[src/tx_clock_loop_select_defs.svh]
// Register map, field positions, reset values and limits of the transmit clock selector
`ifndef TX_CLOCK_LOOP_SELECT_DEFS_SVH
`define TX_CLOCK_LOOP_SELECT_DEFS_SVH

`define AVS_ADDR_W 5
`define RATE_W 24

`define REG_CTRL 5'h00
`define REG_TX_RATE 5'h04
`define REG_RX_RATE 5'h08
`define REG_EXT_FREQ 5'h0c
`define REG_STATUS 5'h10

`define CTRL_SRC_POS 0
`define CTRL_LOOP_POS 2
`define CTRL_MODREF_POS 3
`define CTRL_IFACE_POS 4
`define CTRL_ASYM_POS 6
`define CTRL_LREF_POS 8

`define STAT_SRC_POS 0
`define STAT_SCTLOOP_POS 2
`define STAT_REFSEL_POS 3
`define STAT_BYPASS_POS 4
`define STAT_ASYM_POS 5
`define STAT_FALLBACK_POS 6
`define STAT_FLEGAL_POS 7
`define STAT_EXTTOL_POS 8
`define STAT_RXTOL_POS 9
`define STAT_STEN_POS 10
`define STAT_STSEL_POS 12
`define STAT_PLLSEL_POS 14

`define RST_TX_RATE 24'h00_fa00
`define RST_RX_RATE 24'h00_fa00
`define RST_EXT_FREQ 24'h17_8f40

`define FREQ_HIGH 24'h00_fa00
`define FREQ_MID 24'h00_7d00
`define STEP_8K 24'h00_1f40
`define STEP_600 24'h00_0258
`define TOL_PPM 100
`define PPM_FULL 1000000
`define TOL_SCALE (`PPM_FULL / `TOL_PPM)

`define IN_TT 0
`define IN_TXD 1
`define IN_EXT 2
`define IN_RXC 3
`define IN_RXD 4
`define IN_DDS 5
`define IN_PLL 6
`define IN_COUNT 7

`endif

[src/tx_clock_loop_select_pkg.sv]
// Types shared by the transmit clock selector modules
package tx_clock_loop_select_pkg;

   typedef enum logic [1:0] {
      TX_SRC_TERR,
      TX_SRC_INT,
      TX_SRC_EXT,
      TX_SRC_LOOP_ASYM
   } tx_src_e;

   typedef enum logic [1:0] {
      IFACE_EIA422,
      IFACE_V35,
      IFACE_G703,
      IFACE_EIA232
   } iface_e;

   typedef enum logic [1:0] {
      LOOP_REF_TT,
      LOOP_REF_EXT,
      LOOP_REF_RX
   } loop_ref_e;

   typedef enum logic [1:0] {
      ST_SEL_DDS,
      ST_SEL_PLL,
      ST_SEL_RX,
      ST_SEL_EXT
   } st_sel_e;

endpackage

[src/glitch_free_clock_switch.sv]
// Glitch-free selector between sampled clock levels
module glitch_free_clock_switch #(
   parameter int N = 4,
   parameter int SW = 2
) (
   input wire logic clk_sys_i,
   input wire logic rst_i,
   input wire logic [N-1:0] clocks_i,
   input wire logic [SW-1:0] select_i,
   output logic clock_o,
   output logic [SW-1:0] active_o
);

   typedef struct packed {
      logic [SW-1:0] cur;
      logic out;
   } sw_s;

   sw_s q;
   sw_s next_q;

   always_comb begin
      next_q = q;
      if (select_i != q.cur) begin
         // Old source may only finish its high phase; switch while both are low
         next_q.out = q.out & clocks_i[q.cur];
         if (!q.out && !clocks_i[select_i]) begin
            next_q.cur = select_i;
         end
      end else begin
         next_q.out = clocks_i[q.cur];
      end
   end

   always_ff @(posedge clk_sys_i or posedge rst_i) begin
      if (rst_i) begin
         q <= '0;
      end else begin
         q <= next_q;
      end
   end

   assign clock_o = q.out;
   assign active_o = q.cur;

endmodule // glitch_free_clock_switch

[src/tx_clock_loop_select.sv]
// Transmit clock source selection and asymmetrical loop timing with Avalon-MM registers
//
// Function
// - Loop reference: terminal, external or receive clock
// - Receive or external source needs 100 PPM agreement
// - Basic mode: external clock must equal data rate
// - Capture transmit data on terminal transmit clock in terrestrial mode, on send timing otherwise
// - Present receive data on receive timing clock
// - Asymmetric: common clock, differing transmit/receive rates
// - Loop timing turns internal send clock loop
// - External modulator reference moves reference selector
// - Equal rates bypass PLL, disable asymmetric mode
// - Loop timing drives recovered clock on send timing
// - No loop timing in G.703 operation (TX_SRC_LOOP_ASYM still runs there)
//
// The register addresses and the Avalon-MM register port were decided locally.
`include "tx_clock_loop_select_defs.svh"

module tx_clock_loop_select
   import tx_clock_loop_select_pkg::*;
(
   input wire logic clk_sys_i,
   input wire logic rst_i,
   input wire logic [`AVS_ADDR_W-1:0] avs_address_i,
   input wire logic avs_read_i,
   input wire logic avs_write_i,
   input wire logic [31:0] avs_writedata_i,
   input wire logic [3:0] avs_byteenable_i,
   output logic [31:0] avs_readdata_o,
   output logic avs_waitrequest_o,
   input wire logic terminal_tx_clock_i,
   input wire logic tx_data_i,
   input wire logic external_clock_input_i,
   input wire logic rx_recovered_clock_i,
   input wire logic rx_bit_i,
   input wire logic synthesized_clock_path_i,
   input wire logic pll_clock_i,
   output logic send_timing_output_o,
   output logic receive_timing_clock_o,
   output logic rx_data_o,
   output logic tx_bit_o,
   output logic tx_bit_strobe_o,
   output logic pll_ref_clock_o,
   output logic [1:0] pll_ref_select_o,
   output logic pll_bypass_o,
   output logic reference_selector_o
);

   typedef struct packed {
      logic [`IN_COUNT-1:0] s1;
      logic [`IN_COUNT-1:0] s2;
      logic [`IN_COUNT-1:0] prev;
      tx_src_e src;
      logic loop_en;
      logic ref_ext;
      iface_e iface;
      logic asym_en;
      loop_ref_e loop_ref;
      logic [`RATE_W-1:0] tx_rate;
      logic [`RATE_W-1:0] rx_rate;
      logic [`RATE_W-1:0] ext_freq;
      logic ack;
      logic [31:0] rdata;
      logic cap_prev;
      logic tx_bit;
      logic tx_stb;
      logic rx_data;
      logic rt_clk;
      logic st;
   } state_s;

   state_s q;
   state_s next_q;

   // Byte-lane merge of a register write
   function automatic logic [31:0] be_merge(
      input logic [31:0] old_val,
      input logic [31:0] wdata,
      input logic [3:0] be
   );
      logic [31:0] res;
      res = old_val;
      for (int i = 0; i < 4; i++) begin
         if (be[i]) begin
            res[i*8 +: 8] = wdata[i*8 +: 8];
         end
      end
      return res;
   endfunction

   // Agreement of two rates within the loop tolerance
   function automatic logic within_tol(
      input logic [`RATE_W-1:0] a,
      input logic [`RATE_W-1:0] b
   );
      logic [`RATE_W-1:0] d;
      d = (a > b) ? a - b : b - a;
      return (40'(d) * 40'(`TOL_SCALE)) <= 40'(b);
   endfunction

   // Frequency step check for a clock input
   function automatic logic freq_legal(input logic [`RATE_W-1:0] f);
      logic ok;
      if (f >= `FREQ_HIGH) begin
         ok = (f % `STEP_8K) == '0;
      end else if (f >= `FREQ_MID) begin
         ok = ((f % `STEP_600) == '0) || ((f % `STEP_8K) == '0);
      end else begin
         ok = (f % `STEP_600) == '0;
      end
      return ok;
   endfunction

   logic [`IN_COUNT-1:0] pins;
   logic [`IN_COUNT-1:0] rise;
   logic [`IN_COUNT-1:0] fall;
   logic req;
   logic g703;
   logic pll_bypass;
   logic asym_active;
   logic ext_tol_ok;
   logic rx_tol_ok;
   logic ext_ok;
   logic loop_eff;
   logic st_en;
   logic fallback;
   tx_src_e eff_src;
   st_sel_e st_sel;
   loop_ref_e pll_sel;
   logic st_sw_clk;
   logic [1:0] st_sw_active;
   logic [1:0] pll_sw_active;
   logic capture_clk;
   logic [31:0] ctrl_word;
   logic [31:0] status_word;
   logic [31:0] rd_value;
   logic [31:0] merged;

   assign pins = {pll_clock_i, synthesized_clock_path_i, rx_bit_i, rx_recovered_clock_i,
                  external_clock_input_i, tx_data_i, terminal_tx_clock_i};
   assign rise = q.s2 & ~q.prev;
   assign fall = ~q.s2 & q.prev;

   assign g703 = (q.iface == IFACE_G703);
   assign pll_bypass = (q.rx_rate == q.tx_rate);
   assign asym_active = q.asym_en & ~pll_bypass;
   assign ext_tol_ok = within_tol(q.ext_freq, q.tx_rate);
   assign rx_tol_ok = within_tol(q.rx_rate, q.tx_rate);
   // Without the option the external clock must run at the data rate
   assign ext_ok = q.asym_en | ext_tol_ok;
   // G.703 has no send timing line, so the loop cannot be closed here
   assign loop_eff = q.loop_en & ~g703 & (q.asym_en | rx_tol_ok);
   assign st_en = ~g703;

   // Effective source and clock routing; illegal requests fall back to internal
   always_comb begin
      eff_src = q.src;
      fallback = 1'b0;
      st_sel = ST_SEL_DDS;
      pll_sel = q.loop_ref;
      case (q.src)
         TX_SRC_TERR: begin
            st_sel = ST_SEL_DDS;
         end
         TX_SRC_INT: begin
            st_sel = loop_eff ? ST_SEL_RX : ST_SEL_DDS;
            fallback = q.loop_en & ~loop_eff;
         end
         TX_SRC_EXT: begin
            pll_sel = LOOP_REF_EXT;
            if (!ext_ok) begin
               eff_src = TX_SRC_INT;
               fallback = 1'b1;
            end else if (asym_active) begin
               st_sel = ST_SEL_PLL;
            end else begin
               st_sel = ST_SEL_EXT;
            end
         end
         TX_SRC_LOOP_ASYM: begin
            if (asym_active) begin
               st_sel = ST_SEL_PLL;
            end else begin
               eff_src = TX_SRC_INT;
               fallback = 1'b1;
            end
         end
         default: begin
            st_sel = ST_SEL_DDS;
         end
      endcase
   end

   glitch_free_clock_switch #(
      .N(4),
      .SW(2)
   ) u_st_switch (
      .clk_sys_i(clk_sys_i),
      .rst_i(rst_i),
      .clocks_i({q.s2[`IN_EXT], q.s2[`IN_RXC], q.s2[`IN_PLL], q.s2[`IN_DDS]}),
      .select_i(st_sel),
      .clock_o(st_sw_clk),
      .active_o(st_sw_active)
   );

   glitch_free_clock_switch #(
      .N(3),
      .SW(2)
   ) u_pll_ref_switch (
      .clk_sys_i(clk_sys_i),
      .rst_i(rst_i),
      .clocks_i({q.s2[`IN_RXC], q.s2[`IN_EXT], q.s2[`IN_TT]}),
      .select_i(pll_sel),
      .clock_o(pll_ref_clock_o),
      .active_o(pll_sw_active)
   );

   // Terminal mode samples on the user clock, others on our own send timing
   assign capture_clk = (eff_src == TX_SRC_TERR) ? q.s2[`IN_TT] : st_sw_clk;

   always_comb begin
      ctrl_word = '0;
      ctrl_word[`CTRL_SRC_POS +: 2] = q.src;
      ctrl_word[`CTRL_LOOP_POS] = q.loop_en;
      ctrl_word[`CTRL_MODREF_POS] = q.ref_ext;
      ctrl_word[`CTRL_IFACE_POS +: 2] = q.iface;
      ctrl_word[`CTRL_ASYM_POS] = q.asym_en;
      ctrl_word[`CTRL_LREF_POS +: 2] = q.loop_ref;
   end

   always_comb begin
      status_word = '0;
      status_word[`STAT_SRC_POS +: 2] = eff_src;
      // Internal send clock reads as loop variant once the loop is closed
      status_word[`STAT_SCTLOOP_POS] = (eff_src == TX_SRC_INT) & loop_eff;
      status_word[`STAT_REFSEL_POS] = q.ref_ext;
      status_word[`STAT_BYPASS_POS] = pll_bypass;
      status_word[`STAT_ASYM_POS] = asym_active;
      status_word[`STAT_FALLBACK_POS] = fallback;
      status_word[`STAT_FLEGAL_POS] = freq_legal(q.ext_freq);
      status_word[`STAT_EXTTOL_POS] = ext_tol_ok;
      status_word[`STAT_RXTOL_POS] = rx_tol_ok;
      status_word[`STAT_STEN_POS] = st_en;
      status_word[`STAT_STSEL_POS +: 2] = st_sw_active;
      status_word[`STAT_PLLSEL_POS +: 2] = pll_sw_active;
   end

   always_comb begin
      case (avs_address_i)
         `REG_CTRL: rd_value = ctrl_word;
         `REG_TX_RATE: rd_value = {8'h00, q.tx_rate};
         `REG_RX_RATE: rd_value = {8'h00, q.rx_rate};
         `REG_EXT_FREQ: rd_value = {8'h00, q.ext_freq};
         `REG_STATUS: rd_value = status_word;
         default: rd_value = '0;
      endcase
   end

   always_comb begin
      case (avs_address_i)
         `REG_CTRL: merged = be_merge(ctrl_word, avs_writedata_i, avs_byteenable_i);
         `REG_TX_RATE: merged = be_merge({8'h00, q.tx_rate}, avs_writedata_i, avs_byteenable_i);
         `REG_RX_RATE: merged = be_merge({8'h00, q.rx_rate}, avs_writedata_i, avs_byteenable_i);
         `REG_EXT_FREQ: merged = be_merge({8'h00, q.ext_freq}, avs_writedata_i,
                                          avs_byteenable_i);
         default: merged = '0;
      endcase
   end

   assign req = avs_read_i | avs_write_i;
   // One wait cycle per access; the answer edge is the one with waitrequest low
   assign avs_waitrequest_o = req & ~q.ack;

   always_comb begin
      next_q = q;
      next_q.s1 = pins;
      next_q.s2 = q.s1;
      next_q.prev = q.s2;
      next_q.ack = req & ~q.ack;
      if (req && !q.ack && avs_read_i) begin
         next_q.rdata = rd_value;
      end
      if (q.ack && avs_write_i) begin
         case (avs_address_i)
            `REG_CTRL: begin
               next_q.src = tx_src_e'(merged[`CTRL_SRC_POS +: 2]);
               next_q.loop_en = merged[`CTRL_LOOP_POS];
               next_q.ref_ext = merged[`CTRL_MODREF_POS];
               next_q.iface = iface_e'(merged[`CTRL_IFACE_POS +: 2]);
               next_q.asym_en = merged[`CTRL_ASYM_POS];
               // Only the three defined references are accepted
               if (merged[`CTRL_LREF_POS +: 2] != 2'h3) begin
                  next_q.loop_ref = loop_ref_e'(merged[`CTRL_LREF_POS +: 2]);
               end
            end
            `REG_TX_RATE: next_q.tx_rate = merged[`RATE_W-1:0];
            `REG_RX_RATE: next_q.rx_rate = merged[`RATE_W-1:0];
            `REG_EXT_FREQ: next_q.ext_freq = merged[`RATE_W-1:0];
            default: begin
            end
         endcase
      end

      next_q.cap_prev = capture_clk;
      next_q.tx_stb = capture_clk & ~q.cap_prev;
      if (capture_clk && !q.cap_prev) begin
         next_q.tx_bit = q.s2[`IN_TXD];
      end

      // Data changes on the falling edge so the user samples on the rising one
      next_q.rt_clk = q.s2[`IN_RXC];
      if (fall[`IN_RXC]) begin
         next_q.rx_data = q.s2[`IN_RXD];
      end
      if (rise[`IN_RXC] && fall[`IN_RXC]) begin
         next_q.rx_data = q.rx_data;
      end

      next_q.st = st_en & st_sw_clk;
   end

   always_ff @(posedge clk_sys_i or posedge rst_i) begin
      if (rst_i) begin
         q <= '0;
         q.tx_rate <= `RST_TX_RATE;
         q.rx_rate <= `RST_RX_RATE;
         q.ext_freq <= `RST_EXT_FREQ;
      end else begin
         q <= next_q;
      end
   end

   assign avs_readdata_o = q.rdata;
   assign send_timing_output_o = q.st;
   assign receive_timing_clock_o = q.rt_clk;
   assign rx_data_o = q.rx_data;
   assign tx_bit_o = q.tx_bit;
   assign tx_bit_strobe_o = q.tx_stb;
   assign pll_ref_select_o = pll_sw_active;
   assign pll_bypass_o = pll_bypass;
   assign reference_selector_o = q.ref_ext;

endmodule // tx_clock_loop_select

[config.mk]
export PLATFORM = sky130hd
export DESIGN_NAME = tx_clock_loop_select
export DESIGN_NICKNAME = d
export VERILOG_FILES = /design/src/tx_clock_loop_select_pkg.sv /design/src/glitch_free_clock_switch.sv /design/src/tx_clock_loop_select.sv
export VERILOG_INCLUDE_DIRS = /design/src /design/src/src
export SDC_FILE = /design/constraint.sdc
export NUM_CORES = 1
export LEC_CHECK = 0
export BUFFER_PORTS_ARGS = -buffer_cell sky130_fd_sc_hd__buf_4
export CORE_ASPECT_RATIO = 1.4
export CORE_MARGIN = 2
export CORE_UTILIZATION = 65
export DETAILED_ROUTE_END_ITERATION = 7
export PLACE_DENSITY = 0.83
export SKIP_LAST_GASP = 1
export SLEW_MARGIN = 20
export SYNTH_ARGS = -nofsm -noshare
export SYNTH_HDL_FRONTEND = slang
export SYNTH_SLANG_ARGS = --single-unit
[constraint.sdc]
create_clock -name clk_sys_i -period 40.6 [get_ports clk_sys_i]
set_input_delay 0 -clock clk_sys_i [delete_from_list [all_inputs] [get_ports clk_sys_i]]
set_output_delay 0 -clock clk_sys_i [all_outputs]
set_load 0.05 [all_outputs]
[Word level (Yosys, flattened, before mapping)]
Index checks and enable logic that the tools add are counted.
Storage, ports and cells
  register bits: 144
  bits of input ports: 52
  output and inout port bits: 43
Cells by class
  equal/unequal tests: 13
  multiply operators: 2
  multiplexer cells: 41
  divide/modulo/power cells: 2
  bitwise logic cells: 23
  order comparisons: 10
  $add $sub $neg: 4
  reductions and logical operators: 27
Operator list (count)
  $pmux 24 s5: 1
  $mux 8: 12
  $pmux 24 s4: 1
  $sub 24x24->24: 4
  $le 38x24->1: 2
  $mul 24x10->34 const B: 2
  $gt 24x24->1: 2
  $logic_not 24->1: 2
  $mux 24: 2
  $eq 24x24->1: 1
  $ge 24x15->1 const B: 1
  $ge 24x16->1 const B: 1
  $mod 24x10->24 const B: 1
  $mod 24x13->24 const B: 1
  $reduce_and 2->1: 7
  $lt 2x3->1 const B: 4
  $mux 1: 12
  $mux 2: 6
  $and 1x1->1: 10
  $eq 5x4->1 const B: 2
  $and 4x4->4: 2
  $bmux 1 s2: 4
  $not 4->4: 2
  $pmux 2 s4: 1
  16 further kinds: 39

[Longest topological paths before layout]
Gate-level depths: netlist of run 1.
  depth in word-level cells: 13
  gate-level depth with buffers: 76

[Hierarchy]
A second synthesis of run 1 with hierarchy kept.
Unflattened totals
  cells, all modules: 3587
  area, all modules: 27327.5 um^2
Modules (own cells, without submodules)
  tx_clock_loop_select: sequential area each 3180.6 um^2, cells each 3546, area an instance 26913.3 um^2, instances 1
  glitch_free_clock_switch (u_pll_ref_switch): sequential area each 75.1 um^2, cells each 24, area an instance 221.5 um^2, instances 1
  glitch_free_clock_switch (u_st_switch): sequential area each 75.1 um^2, cells each 17, area an instance 192.7 um^2, instances 1

[Worst setup path before layout of run 1]
Ideal clock, no wire load.
  kind: reg2reg
  start point: register q[45] (netlist bit)
  end point: register u_st_switch.q, in the netlist u_st_switch.active_o[0]
  setup time: 0.146 ns
  clock period less this slack: 12.721 ns
  setup slack: 27.879 ns
  arrival time: 12.575 ns
  stages on the path, launching flop included: 73
  required time: 40.454 ns
  cells stage by stage: dfstp_2 clkbuf_1 inv_1 ha_1 clkbuf_1 nand4_1 or2_2 a21oi_1 o21ai_0 nand2_1 a21o_1 a21oi_1 o21bai_1 a21o_1 a21oi_1 nor2_1 o21a_1 o21ai_0 [37 not listed] a21o_1 a21o_1 and2_1 o21ai_0 nand2_1 a21oi_1 o21bai_1 a21o_1 a21oi_1 xnor2_1 nor3_1 nor2_1 nor2_1 a31oi_1 mux2i_1 mux2i_1 o21ai_0 o31ai_1
Between the ends
  cells in the longest elaborated chain, start to end: 12
  elaborated cells between the ends (all ways): 15
  those cells by class: add/sub (2); mul (1); order compare (2); eq/ne (1); mux (5); bitwise (1); reduce/logical (3)
Ends and longest elaborated chain
  start, declared: RTL line tx_clock_loop_select.sv:72  | state_s q;
  start signal, assigned: RTL line tx_clock_loop_select.sv:329  | q <= next_q;
  $sub 24x24->24 / $gt 24x24->1 (equally long branches): RTL line tx_clock_loop_select.sv:97  | d = (a > b) ? a - b : b - a;
  $mux 24 (*): RTL line tx_clock_loop_select.sv:97
  $mul 24x10->34 (*): RTL line tx_clock_loop_select.sv:98  | return (40'(d) * 40'(`TOL_SCALE)) <= 40'(b);
  $le 38x24->1 (*): RTL line tx_clock_loop_select.sv:98
  $or 1x1->1 (*): RTL line tx_clock_loop_select.sv:150  | assign ext_ok = q.asym_en | ext_tol_ok;
  $mux 2 (*): RTL line tx_clock_loop_select.sv:171  | if (!ext_ok) begin
  $pmux 2 s4 (*): RTL line tx_clock_loop_select.sv:161  | case (q.src)
  $bmux 1 s2: RTL line glitch_free_clock_switch.sv:27  | if (!q.out && !clocks_i[select_i]) begin
  $mux 1 (implied by the code): RTL line glitch_free_clock_switch.sv:27
  $logic_not 1->1: RTL line glitch_free_clock_switch.sv:27
  $logic_and 1x1->1: RTL line glitch_free_clock_switch.sv:27
  $reduce_and 2->1 (no source line)
  end signal, assigned: RTL line glitch_free_clock_switch.sv:39  | q <= next_q;
  end, declared: RTL line glitch_free_clock_switch.sv:19  | sw_s q;
Every way passes the cells marked *; elsewhere a longest branch is shown, timed or not. The select of a mux whose other input is x is not followed.
A chain may end at the register's enable or synchronous reset.

[Final worst setup path of run 1]
  start point: register q[49] (netlist bit)
  end point: register u_st_switch.q, in the netlist u_st_switch.active_o[1]
The elaborated chain is that of the path after synthesis.

==> results of run 1 <==
-- sequential cells by signal (all words and copies together) (netlist names) --
name                       flops
q                             75
avs_readdata_o                24
next_q                        14
ctrl_word                      8
u_pll_ref_switch.active_o      2
u_st_switch.active_o           2
reference_selector_o           1
rx_data_o                      1
send_timing_output_o           1
tx_bit_o                       1
tx_bit_strobe_o                1
u_pll_ref_switch.clock_o       1
u_st_switch.clock_o            1
-- cell families after synthesis --
group / count (synthesis) / share of synthesized area, %
xor gates and xnor gates: 163 / 5.36
buffers and inverters: 698 / 10.3
DFF: 132 / 12.3
other: 1 / 0.0138
AOI/OAI and AO/OA: 1091 / 27.8
and+or+nand+nor: 896 / 15.7
adders and majority gates: 451 / 24.1
muxes: 111 / 4.42
-- final timing paths --
check,startpoint,to,slack [ns]
setup / recovery,q[49]$_DFFE_PP1P_,u_st_switch.active_o[1]$_DFFE_PP0P_,25.60
min in group asynchronous,rst_i,avs_readdata_o[21]$_DFFE_PP0P_,0.25
setup reg to reg,q[49]$_DFFE_PP1P_,u_st_switch.active_o[1]$_DFFE_PP0P_,25.60
hold / removal,avs_writedata_i[3],q[42]$_DFFE_PP0P_,0.005
hold reg to reg,next_q[127]$_DFF_PP0_,next_q[120]$_DFF_PP0_,0.35
max in group asynchronous,rst_i,q[40]$_DFFE_PP0P_,38.91
-- final cells by class --
cell class	instances	area, µm²
clock buffer	18	439
sequential	132	3330
fill	3460	12600
inverter	502	1890
timing repair buffer	123	996
multi-input combinational	2720	21100
clock inverter	14	164
tap	540	676
-- critical path: cells and delay by family, from the launching register on --
kind,cells,cell delay (ns)
adders and majority gates,7,2.96
buffers and inverters,8,1.23
AOI/OAI and AO/OA,35,6.66
and+or+nand+nor,15,1.80
xor gates and xnor gates,2,0.52
muxes,3,0.69
DFF,1,0.96
-- metrics by stage --
| step | utilization, % | cell area, µm² |
|---|---|---|
| global route | 69.4 | 28600 |
| detailed placement | 67.2 | 27700 |
| CTS | 69.4 | 28600 |
| floorplan | - | 27200 |
| finish | 69.4 | 28600 |
| global placement | 67.2 | 27700 |
-- routing by layer --
| metal | GRT usage [%] | part of all wire, % |
|---|---|---|
| met1 | 42.1 | 37 |
| met3 | 3.14 | 5.0 |
| met4 | 25.4 | 7.5 |
| met2 | 68.6 | 51 |
| met5 | 0 | 0 |
-- what timing repair did --
item	in CTS	in global routing
hold buffers	29	0
endpoints found under the setup margin	0	0
hold endpoints to repair	89	0
-- cells in the final DEF (no fill, tap or decap), drive strengths merged, types with 28 or more instances in the layout --
master	instances
nor2b	29
a211oi	44
a22oi	31
nor3	76
nand2	305
xnor2	113
o31ai	52
and2	31
a31oi	34
nand2b	30
buf	94
nor2	207
dfrtp	110
dlygate4sd3	29
a21o	111
fa	122
mux2i	81
xor2	50
mux2	28
nand3	62
o21a	31
ha	322
nand4	38
inv	507
a21oi	244
o21bai	35
o21ai	263
==> impl_metrics.toml, run 1 <==
[setup_path]
crit_fanout = 39
path_class = "reg -> reg"
end_kind = "register"
cp-start-kind = "register"
crit_required_ns = 40.91
critical_path.max_stage_delay_ns = 0.96
cp_data_arrival_time_ns = 15.31
reg2reg_depth = 70
cpMaxStageDelayCell = "dfstp_2"

[place]
portBuffers = 77
gp_congestion = 1.02
placedCellCount = 3988
dp_slack_ns = 25.85
dp_hpwl_um = 66400

[synth]
synth_cell_types = 125
synth_top_area_share_pct = 14.8
async_reset_ff_share_pct = 100
netlist_instances = 3543
yosysMostFrequentCell = "inv_1"
netlist_area_mm2 = 0.0271
synth_edf_count = 0
syn_area_per_cell_um2 = 7.66
ys_top_cells_by_count = "inv_1, ha_1, nand2_1, o21ai_0, a21oi_1"
ys_top_cells_by_area = "ha_1, dfrtp_1, fa_1"
synth_ff_type = "dfrtp_1"
yosys_warnings = 0
ys_seq_area_share_pct = 12.3
yosysTopAreaCell = "ha_1"
yosys_register_bits = 132

[global_routing]
antenna_found_initial = 0
grt_pass1_wl_um = 132000
grt_pass1_vias = 25800
grt_overflow = 0
grt_use_total_pct = 37.9
grt_max_degree = 73

[clock_tree]
clock-sinks = 132
ctsResizeCount = 0
htree_levels = 4
clock_path_buffers = 2
numCtsBuffers = 17
post_cts_buffers = 0
cts_tree = "built"
insertion_delay_ns = 0.44
clockRootBuffer = "clkbuf_16"
clkTransAtPathRegs_ns = 0.07

[drt]
firstDrtPassIters = 8
wire_per_inst_um = 20.7
wl_um = 83800
detail-route-antenna-nets = 0
routed-via-count = 26500
via_per_inst = 6.53
drc = 0
initialDrtViolationCount = 2216

[sta]
fin_crit_ns = 15.00
setup_viol = 0
hold_violations = 0
drv_slew = 0
fin_crit_sh_pct = 36.9
holdWs_ns = 0.00461
fmax_mhz = 66.7
max_slew.worst_pin.slew_ns = 1.11
rsz0062_at_grt = "false"
finClkSkew_ns = 0.00934
relSlewSlack_pct = 25.7
setup_ws_ns = 25.60
fin_setup_tns_ns = 0

[floorplan]
dieWidth_um = 177
die_area_mm2 = 0.0434
coreArea_mm2 = 0.0412
ios = 95
placementRows = 88
initial_core_util_pct = 65.9
die_h_um = 246

[cells_and_area]
layout.cells.non_filler = 4049
final_nets = 3992
drive_gt1_share_pct = 7.84
area_delta_synth_final_pct = 5.27
diodes = 0

[hold_path]
worstHoldPathCells = 3
hold_path.class = "in -> reg"

[status]
outcome = "complete, no violations"

[job]
cap_violations = 0
Power of run 1 is left out: the tool's default activity adds up to more than one toggle a clock period on the data nets, which glitch-free logic cannot reach.
==> inputs of run 2 (changes only) <==
--- a/config.mk
+++ b/config.mk
@@ -6,12 +6,13 @@
 export SDC_FILE = /design/constraint.sdc
 export NUM_CORES = 1
 export LEC_CHECK = 0
+export ABC_AREA = 1
 export BUFFER_PORTS_ARGS = -buffer_cell sky130_fd_sc_hd__buf_4
 export CORE_ASPECT_RATIO = 1.4
 export CORE_MARGIN = 2
-export CORE_UTILIZATION = 65
+export CORE_UTILIZATION = 59
 export DETAILED_ROUTE_END_ITERATION = 7
-export PLACE_DENSITY = 0.83
+export PLACE_DENSITY = 0.8
 export SKIP_LAST_GASP = 1
 export SLEW_MARGIN = 20
 export SYNTH_ARGS = -nofsm -noshare
==> constraint.sdc (replaced) <==
create_clock -name clk_sys_i -period 12 [get_ports clk_sys_i]
set_input_delay 0 -clock clk_sys_i [delete_from_list [all_inputs] [get_ports clk_sys_i]]
set_output_delay 0 -clock clk_sys_i [all_outputs]
set_load 0.05 [all_outputs]
==> run 2 against run 1 <==
  * Cell area is 6.7% lower
  * Sequential cell count stayed put
  * Sequential share of layout area is 0.84 points higher
  * Maximum frequency is 35% higher
  * Largest cell class unchanged
  * Clock skew is 0.0033 ns higher
  * Wire length is 11% lower
  * Register-to-register slack worse by 25 ns
  * Highest routed layer is now met5
  * Via count is 8.4% lower
  * Non-clock buffer count is 16 higher
  * Die area is 0.38% higher
==> impl_metrics.toml, run 2 <==
[setup_path]
cp_data_arrival_time_ns = 11.47
critical_path.max_stage_delay_ns = 0.66
crit_start = "q[50]$_DFFE_PP1P_"
path_class = "reg -> reg"
cp_num_buf_inv = 13
reg2reg_depth = 66
r2r_end = "u_st_switch.active_o[0]$_DFFE_PP0P_"
cp-start-kind = "register"
crit_fanout = 25
crit_required_ns = 12.36
r2r_start = "q[50]$_DFFE_PP1P_"
crit_family = "compound AO/OA/AOI/OAI gates"
cpMaxStageDelayCell = "dfstp_2"
reg2reg_slack_ns = 0.89
end_kind = "register"

[synth]
yosys_register_bits = 132
synthMuxAreaShare_pct = 0.258
synth-compound-area-share_pct = 14.7
yosysTopAreaCell = "ha_1"
synth_adder_area_share_pct = 26.2
ys_top_cells_by_count = "nand2_1, inv_1, ha_1, nor2_1, o21ai_0"
yosysMostFrequentCell = "nand2_1"
async_reset_ff_share_pct = 100
synth_cell_types = 71
ys_top_cells_by_area = "ha_1, dfrtp_1, nand2_1"
synth_edf_count = 0
synth_top_area_share_pct = 16.3
synthSimpleGateAreaFrac_pct = 26.4
netlist_instances = 3633
yosys_warnings = 0
synth_ff_type = "dfrtp_1"
syn_area_per_cell_um2 = 6.81
netlist_area_mm2 = 0.0247
ys_seq_area_share_pct = 13.5
synth_xor_area_share_pct = 5.38
synth_top_family_by_area = "simple AND/OR/NAND/NOR gates"

[clock_tree]
numCtsBuffers = 17
clockRootBuffer = "clkbuf_16"
cts_tree = "built"
insertion_delay_ns = 0.44
htree_levels = 4
clock_path_buffers = 2
clkTransAtPathRegs_ns = 0.06
clock-sinks = 132

[drt]
routed-via-count = 24200
drc = 0
firstDrtPassIters = 6
wl_um = 74700
via_per_inst = 5.68
initialDrtViolationCount = 1911
wire_per_inst_um = 17.5
detail-route-antenna-nets = 0

[hold_path]
holdPathEnd = "q[110]$_DFFE_PP0P_"
hold_start = "avs_byteenable_i[2]"
worstHoldPathCells = 5
hold_path.class = "in -> reg"

[place]
gp_congestion = 1.12
placedCellCount = 4227
portBuffers = 77
dp_hpwl_um = 61200

[floorplan]
initial_core_util_pct = 59.9
die_area_mm2 = 0.0436
placementRows = 88
dieWidth_um = 177
ios = 95
die_h_um = 246
coreArea_mm2 = 0.0413

[job]
cap_violations = 0

[status]
outcome = "complete, no violations"

[cells_and_area]
final_cell_mix = "nand2_1, inv_1, ha_1"
largest_register_ffs = 75
fin_util_pct = 64.6
final_nets = 4213
regMostFlops = "q"
fillCellCount = 3736
drive_gt1_share_pct = 11.5
diodes = 0
mostFrequentLayoutCell = "nand2_1"
area_delta_synth_final_pct = 7.79
layout.cells.non_filler = 4270

[global_routing]
antenna_found_initial = 1
grt_max_degree = 77
grt_pass1_vias = 23600
grt_use_total_pct = 34.7
grt_pass1_wl_um = 119000
grt_overflow = 0

[sta]
fmax_mhz = 90.0
fin_crit_ns = 11.11
drv_slew = 0
fin_crit_sh_pct = 92.6
rsz0062_at_grt = "true"
finClkSkew_ns = 0.0127
setup_viol = 0
hold_violations = 0
max_slew.worst_pin.slew_ns = 1.05
relSlewSlack_pct = 29.5
## run 2: cells by family (layout without fill, tap and decap cells)
logic type | count (synthesis) | in the layout
compound gates | 636 | 636
mux | 6 | 6
buf+inv | 842 | 932
flops | 132 | 132
xor+xnor | 151 | 151
simple gates | 1421 | 1421
fa+ha+maj | 444 | 444
other cells | 1 | 8
## run 2: worst max-delay path by stage
| stage | endpoint | slack (ns) | depth (start not counted) |
|---|---|---|---|
| finish | u_st_switch.active_o[0]$_DFFE_PP0P_ | 0.89 | 66 |
| global route | u_st_switch.active_o[0]$_DFFE_PP0P_ | -0.06 | 64 |
| CTS | u_st_switch.active_o[0]$_DFFE_PP0P_ | 0.62 | 65 |
| detailed placement | u_st_switch.active_o[0]$_DFFE_PP0P_ | 0.66 | 65 |
| global placement | u_st_switch.active_o[0]$_DFFE_PP0P_ | 0.78 | 65 |
| floorplan | u_st_switch.active_o[0]$_DFFE_PP0P_ | 1.75 | 59 |
## run 2: what timing repair did
item                                   CTS  global route
hold buffers                            10             0
gates resized for setup                  0            11
endpoints found under the hold margin   64             0
setup endpoints to repair                0             4
setup buffers                            0             1
## run 2: worst register-to-register path: cells and delay by family (launching register included)
kind / cells / cell delay (ns)
compound gates: 24 / 3.84
flops: 1 / 0.66
buf+inv: 13 / 1.38
fa+ha+maj: 7 / 2.77
simple gates: 19 / 1.74
xor+xnor: 2 / 0.38
mux: 1 / 0.26
## run 2: stage by stage
step | hold WS, ns | setup TNS, ns | area, µm² | setup slack [ns]
floorplan | 0.0314 | 0 | 24800 | 1.75
global placement | 0.0741 | 0 | 25900 | 0.780
detailed placement | 0.0776 | 0 | 25900 | 0.661
CTS | 0.0667 | 0 | 26600 | 0.619
global route | 0.0967 | -0.0823 | 26700 | -0.0620
finish | 0.0885 | 0 | 26700 | 0.888
## run 2: metal layers
layer | global-route usage [%] | part of all wire (%) | vias up
met5 | 0 | 0.016 | -
met4 | 24.9 | 8.6 | 2
met3 | 5.71 | 7.0 | 343
met2 | 60.6 | 48 | 858
met1 | 37.7 | 36 | 11300
li1 | - | - | 11800
## run 2: layout make-up
cell class	instances	area [µm²]	area share [%]
sequential	132	3330	12.5
inverter	761	2870	10.8
clock inverter	15	186	0.699
multi-input combinational	2666	18100	67.9
clock buffer	17	425	1.60
tap	540	676	2.53
timing repair buffer	139	1070	4.01
Power of run 2 is left out for the same reason.
